==> config.mk <==
export PLATFORM = sky130hd
export DESIGN_NAME = simseq_top
export DESIGN_NICKNAME = d
export VERILOG_FILES = /design/src/simseq_pkg.sv /design/src/simseq_top.sv
export SDC_FILE = /design/constraint.sdc
export NUM_CORES = 1
export LEC_CHECK = 0
export BUFFER_PORTS_ARGS = -buffer_cell sky130_fd_sc_hd__clkbuf_2
export CORE_UTILIZATION = 35
export CTS_CLUSTER_SIZE = 25
export DETAILED_ROUTE_END_ITERATION = 10
export PLACE_DENSITY_LB_ADDON = 0.25
export SYNTH_ARGS = -nofsm -noshare
export SYNTH_HDL_FRONTEND = slang
export SYNTH_SLANG_ARGS = --single-unit
==> constraint.sdc <==
create_clock -name mclk -period 4.6 [get_ports mclk]
set_input_delay 0.92 -clock mclk [delete_from_list [all_inputs] [get_ports mclk]]
set_output_delay 0.92 -clock mclk [all_outputs]
set_load 0.01 [all_outputs]
==> src/simseq_pkg.sv <==
// package: modes, self test and error structures and timing constants of the input mode sequencer
package simseq_pkg;
   localparam int unsigned CLK_HZ = 50000000;
   // slow blink half period in ms, fast blink half period in ms
   localparam int unsigned SLOW_HALF_MS = 500;
   localparam int unsigned FAST_HALF_MS = 100;
   localparam int unsigned SLOW_HALF_CYC = SLOW_HALF_MS * (CLK_HZ / 1000);
   localparam int unsigned FAST_HALF_CYC = FAST_HALF_MS * (CLK_HZ / 1000);
   // cycles spent checking configuration before operation
   localparam int unsigned CHECK_CYC = 16;
   localparam int unsigned BLINK_W = 25;

   typedef enum logic [2:0] {
      SIMSEQ_SELF_TEST,
      SIMSEQ_SERVICE,
      SIMSEQ_CHECK_CFG,
      SIMSEQ_OPERATIONAL,
      SIMSEQ_ERROR
   } simseq_mode_e;

   // self test outcome from the test engine
   typedef struct packed {
      logic done;
      logic cfg_present;
      logic fault;
   } simseq_test_s;

   // error sources while running
   typedef struct packed {
      logic internal;
      logic remote;
      logic serious;
   } simseq_err_s;
endpackage

==> src/simseq_top.sv <==
// top: mode sequencer with status, run and error indicators
`timescale 1ns/10ps
module simseq_top #(
   parameter int unsigned SLOW_CYC = simseq_pkg::SLOW_HALF_CYC,
   parameter int unsigned FAST_CYC = simseq_pkg::FAST_HALF_CYC
) (
   // clock and reset
   input wire logic mclk,
   input wire logic resetn,
   // self test result, error inputs and configuration check result
   input wire simseq_pkg::simseq_test_s self_test,
   input wire simseq_pkg::simseq_err_s error_in,
   input wire logic cfg_check_ok,
   // error_acknowledge_command, one cycle pulse
   input wire logic error_acknowledge_command,
   // indicators and mode
   output logic status_indicator,
   output logic error_indicator,
   output logic run_indicator,
   output simseq_pkg::simseq_mode_e mode
);
   simseq_pkg::simseq_mode_e next_mode;
   logic [7:0] check_cnt;
   logic [simseq_pkg::BLINK_W-1:0] slow_cnt;
   logic [simseq_pkg::BLINK_W-1:0] fast_cnt;
   logic slow_ph;
   logic fast_ph;
   logic any_err;
   logic serious;
   // acknowledge that may really leave error mode
   logic ack_clean;

   // any error source counts; the serious bit also feeds the blink latch
   assign any_err = error_in.internal | error_in.remote | error_in.serious;

   // an acknowledge only counts in error mode with every error source quiet;
   // the mode register and the serious latch must agree on it, so it is decoded once
   function automatic logic clean_ack(
      input simseq_pkg::simseq_mode_e cur_mode,
      input logic ack,
      input logic err
   );
      return (cur_mode == simseq_pkg::SIMSEQ_ERROR) && ack && !err;
   endfunction

   // true on the last count of a blink half period
   function automatic logic blink_wrap(
      input logic [simseq_pkg::BLINK_W-1:0] cnt,
      input int unsigned half_cyc
   );
      return cnt == simseq_pkg::BLINK_W'(half_cyc - 1);
   endfunction

   // counter advance held at the counter width, so a carry out of the top bit is dropped
   function automatic logic [simseq_pkg::BLINK_W-1:0] blink_next(
      input logic [simseq_pkg::BLINK_W-1:0] cnt
   );
      return cnt + simseq_pkg::BLINK_W'(1);
   endfunction

   // status pattern for the mode about to be entered
   function automatic logic status_level(
      input simseq_pkg::simseq_mode_e nm,
      input logic slow
   );
      logic lvl;
      lvl = 1'b0;
      case (nm)
         simseq_pkg::SIMSEQ_SERVICE: lvl = 1'b1;
         simseq_pkg::SIMSEQ_CHECK_CFG: lvl = slow;
         default: lvl = 1'b0; // off in operation
      endcase
      return lvl;
   endfunction

   // error pattern: steady for an ordinary error, fast blink while a serious error is known
   function automatic logic error_level(
      input simseq_pkg::simseq_mode_e nm,
      input logic grave,
      input logic fast
   );
      logic lvl;
      lvl = 1'b0;
      if (nm == simseq_pkg::SIMSEQ_ERROR) begin
         lvl = grave ? fast : 1'b1;
      end
      return lvl;
   endfunction

   // one decode of the clean acknowledge, shared by the mode and the serious latch
   assign ack_clean = clean_ack(mode, error_acknowledge_command, any_err);

   // mode transitions
   // every path out of self test is chosen by the test result alone
   // only the check branch also waits on its dwell counter; every other branch moves on the very edge that sees its cause
   always_comb begin
      next_mode = mode;
      case (mode)
         simseq_pkg::SIMSEQ_SELF_TEST: begin
            if (self_test.fault) begin
               next_mode = simseq_pkg::SIMSEQ_ERROR;
            end else if (self_test.done) begin
               // the test alone picks the path
               next_mode = self_test.cfg_present ? simseq_pkg::SIMSEQ_CHECK_CFG
                                                 : simseq_pkg::SIMSEQ_SERVICE;
            end
         end
         // only a restart leaves service; an acknowledge here is ignored
         simseq_pkg::SIMSEQ_SERVICE: next_mode = simseq_pkg::SIMSEQ_SERVICE;
         simseq_pkg::SIMSEQ_CHECK_CFG: begin
            // an error while checking is handled like one in operation
            if (any_err) begin
               next_mode = simseq_pkg::SIMSEQ_ERROR;
            end else if (cfg_check_ok && check_cnt == 8'(simseq_pkg::CHECK_CYC - 1)) begin
               next_mode = simseq_pkg::SIMSEQ_OPERATIONAL;
            end
         end
         simseq_pkg::SIMSEQ_OPERATIONAL: begin
            if (any_err) begin
               next_mode = simseq_pkg::SIMSEQ_ERROR;
            end
         end
         simseq_pkg::SIMSEQ_ERROR: begin
            // persisting error keeps error mode; clean exit re-checks
            if (ack_clean) begin
               next_mode = simseq_pkg::SIMSEQ_CHECK_CFG;
            end
         end
         default: next_mode = simseq_pkg::SIMSEQ_SELF_TEST;
      endcase
   end

   // mode register, restart always begins in self test
   // asynchronous reset, so a restart reaches self test even before the clock runs
   always_ff @(posedge mclk or negedge resetn) begin
      if (!resetn) begin
         mode <= simseq_pkg::SIMSEQ_SELF_TEST;
      end else begin
         mode <= next_mode;
      end
   end

   // short check dwell so the slow blink is normally not seen
   // the counter saturates, so a late cfg_check_ok moves on at the very next edge
   // limitation: a check that never passes leaves the module in this mode
   always_ff @(posedge mclk or negedge resetn) begin
      if (!resetn) begin
         check_cnt <= 8'h00;
      end else if (mode != simseq_pkg::SIMSEQ_CHECK_CFG) begin
         check_cnt <= 8'h00;
      end else if (check_cnt != 8'(simseq_pkg::CHECK_CYC - 1)) begin
         check_cnt <= check_cnt + 8'h01;
      end
   end

   // serious error latch, cleared only by a clean acknowledge
   // it keeps the fast blink after the serious input drops, until the controller acknowledges
   always_ff @(posedge mclk or negedge resetn) begin
      if (!resetn) begin
         serious <= 1'b0;
      end else if (error_in.serious) begin
         serious <= 1'b1; // set wins over clear
      end else if (ack_clean) begin
         serious <= 1'b0;
      end
   end

   // free running blink dividers shared by every mode
   // a blink seen right after a mode change may have a short first half period;
   // accepted, since a private divider per mode would cost more counters for a cosmetic gain
   // both dividers restart on reset, so their phase is known after every restart
   always_ff @(posedge mclk or negedge resetn) begin
      if (!resetn) begin
         slow_cnt <= '0;
         slow_ph <= 1'b0;
      end else if (blink_wrap(slow_cnt, SLOW_CYC)) begin
         slow_cnt <= '0;
         slow_ph <= ~slow_ph;
      end else begin
         slow_cnt <= blink_next(slow_cnt);
      end
   end

   // fast divider for the serious error blink
   always_ff @(posedge mclk or negedge resetn) begin
      if (!resetn) begin
         fast_cnt <= '0;
         fast_ph <= 1'b0;
      end else if (blink_wrap(fast_cnt, FAST_CYC)) begin
         fast_cnt <= '0;
         fast_ph <= ~fast_ph;
      end else begin
         fast_cnt <= blink_next(fast_cnt);
      end
   end

   // status indicator registered from the next mode so it lines up with the mode register
   always_ff @(posedge mclk or negedge resetn) begin
      if (!resetn) begin
         status_indicator <= 1'b0;
      end else begin
         status_indicator <= status_level(next_mode, slow_ph);
      end
   end

   // error indicator; the live serious input is folded in so the first error cycle already blinks
   always_ff @(posedge mclk or negedge resetn) begin
      if (!resetn) begin
         error_indicator <= 1'b0;
      end else begin
         error_indicator <= error_level(next_mode, serious | error_in.serious, fast_ph);
      end
   end

   // run indicator, lit only in unlimited operation
   always_ff @(posedge mclk or negedge resetn) begin
      if (!resetn) begin
         run_indicator <= 1'b0;
      end else begin
         run_indicator <= (next_mode == simseq_pkg::SIMSEQ_OPERATIONAL);
      end
   end
endmodule

==> results.txt <==
Final hold slack -> 458 ps
Drt first-iter violations -> 164
Worst min-delay path category -> register to register
Minimum clock period -> 2050 ps
Synth area leader -> dfrtp_1
WL/cell -> 13.3 um
# DRC -> 0
Via Count -> 2348
WP data arrival -> 2230 ps
Grt total ovfl -> 0
Kind of critical path -> register to register
CP max stage delay -> 800 ps
Most used DFF post-synth -> dfrtp_1
Final setup fails -> 0
Post-synth EDFFs -> 0
DR pass1 iterations -> 6
Syn Inst Count -> 318
DIE AREA -> 9660 um^2
Top cell type's share of synthesized area -> 0.517
Critical-path cell list -> ha_1, and2_1, nand2_1, nor4_4, xor2_1
Post-route cell area -> 3690 um^2
Flop-to-flop setup slack -> 2550 ps
Site Rows -> 34
Worst-Skew Late Latency -> 340 ps
Gr usage total -> 0.144
Port bufs -> 15
Design Power -> 0.00124 W
Multi-input gate area -> 1500 um^2
Nets -> 351
Endpoint class of the critical path -> register
Yosys cell types -> 41
Critical path startpoint category -> register
Worst IR Drop VDD -> 0.000166 V
Diode count -> 0
Post-CTS setup buffers -> 0
Die W -> 98.3 um
Hold_buf cts -> 0
CP Buf/Inv Count -> 0
Syn nets -> 331
CP Depth -> 5
CTS Buffer Depth -> 2
Fill cell total of the finished layout -> 853
P_leak -> 1.58 nW
Setup Skew -> 10.1 ps
Synth area leaders -> dfrtp_1 (52%), xnor2_1 (5.7%), xor2_1 (4.6%)
Final Max Tran Viols -> 0
Clock H-tree levels -> 3
Crit-path leading delay family -> simple AND/OR/NAND/NOR gates
Post_cts resized -> 0
Chip height -> 98.3 um
Unrepaired setup endpoints after global routing -> false
Initial antenna violation count -> 0
Sequential element share of the synthesized area -> 0.517
I/O pins -> 16
Gpl congestion -> 0.852
Via density -> 5.21
First-pass GRT wire length -> 11000 um
CTS Sinks -> 67
FF/Latch Area -> 1680 um^2
Crit path max fanout -> 15
Max cap viols -> 0
Relative slew slack -> 0.316
Worst r2r src -> slow_cnt[0]
Core ar. -> 8850 um^2
Area grow syn2layout -> 13.6%
Seq cells post-synth -> 67
Max Fclk -> 488 MHz
Synth Area per Inst -> 10.2 um^2
Final wirelength -> 6010 um
WP data required -> 4780 ps
CTS buffer count -> 9
Dpl cell area -> 3440 um^2
CTS tree -> done
Slowest-stage cell, CP -> nor4_4
Largest net degree at the start of global routing -> 46
Hold Violations, Final -> 0
Finished Core Util -> 0.417
Asr flop ratio synth -> 1.00
Initial cell density of the core -> 0.367
Power per cell area -> 338 nW/um^2
Worst r2r dst -> slow_ph
Hold Path Depth -> 1
Slew @ Worst Pin -> 1030 ps
Final setup TNS -> 0 ps
CTS clock-pin slew for the worst setup and hold paths -> 70 ps
Synth warn -> 0
Hpwl dp -> 4130 um
Final ANT Viol Nets -> 0
Synthesized area -> 3250 um^2
Status -> finished clean
Share of cells above drive strength 1 -> 0.131
Tcrit/Tclk final -> 0.446
Reg2reg path depth -> 5
Root Driver -> clkbuf_8
Critical path origin -> slow_cnt[0]
Crit path to -> slow_ph
Number of global-route vias before repair -> 2392
[Yosys cell counts (7+ instances only)]
cell,n
nand3_1,24
nor3_1,7
nor2_1,28
inv_1,9
nand2_1,20
or3_1,12
xor2_1,17
nand4_1,14
o21ai_0,10
dfrtp_1,67
a21oi_1,15
xnor2_1,21
[state kept, by name (all words and copies together) (netlist names), 3 cells and up]
register,count
mode,3
fast_cnt,25
slow_cnt,25
check_cnt,8
[how the worst min path moves through the flow]
| stage | start | end | slack [ps] |
|---|---|---|---|
| final | fast_cnt[0] | fast_cnt[0] | 460 |
| after global routing | fast_cnt[0] | fast_cnt[0] | 490 |
| after CTS | fast_cnt[0] | fast_cnt[0] | 460 |
| after detailed placement | slow_ph | slow_ph | 450 |
| after global placement | fast_cnt[0] | fast_cnt[0] | 450 |
| after floorplan | fast_cnt[0] | fast_cnt[0] | 420 |
[final cells by class]
class / instances / share of cell area
Multi-Input combinational cell: 234 / 0.407
Sequential cell: 67 / 0.455
Clock buffer: 10 / 0.0373
Inverter: 9 / 0.00916
Timing Repair Buffer: 17 / 0.0244
Tap cell: 108 / 0.0366
Clock inverter: 6 / 0.0305
[routing by layer]
metal	up-vias	routed length, um	share of wire	track usage
li1	1182	-	-	-
met1	1127	3020	0.50	0.188
met2	33	2690	0.45	0.223
met3	6	200	0.033	0.0458
met4	0	96	0.016	0.0551
met5	-	0	0	0
[power by group]
group / internal [W] / switching, W / total, W
clock: 0.000374 / 0.000226 / 0.000600
combinational: 0.0000159 / 0.0000267 / 0.0000426
sequential: 0.000595 / 0.00000701 / 0.000602
[cell families after synthesis]
logic type	count (synthesis)	share of synthesized area
flops	67	0.517
compound gates	42	0.0798
buf+inv	17	0.0208
fa+ha+maj	3	0.0116
mux	2	0.00617
xor+xnor	38	0.103
simple gates	149	0.263
[per-stage QoR]
step           instances  setup WS [ps]
3_5_place_dp         435           2480
2_1_floorplan        318           2620
3_3_place_gp         435           2490
4_1_cts              451           2510
5_1_grt              451           2320
6_report             451           2550
[cell usage in the layout, fill, tap and decap left out, types with 9 or more instances in the layout]
master	count
dfrtp_1	67
nor2_1	28
nand3_1	24
xnor2_1	21
nand2_1	20
xor2_1	17
a21oi_1	15
nand4_1	14
clkbuf_2	14
or3_1	12
o21ai_0	10
clkbuf_8	10
inv_1	9
[worst register-to-register path: stages, from the launching register on]
cell	delay [ps]
dfrtp_1	400
ha_1	220
and2_1	170
nand2_1	150
nor4_4	800
xor2_1	150
(Power assumes the default switching activity.)
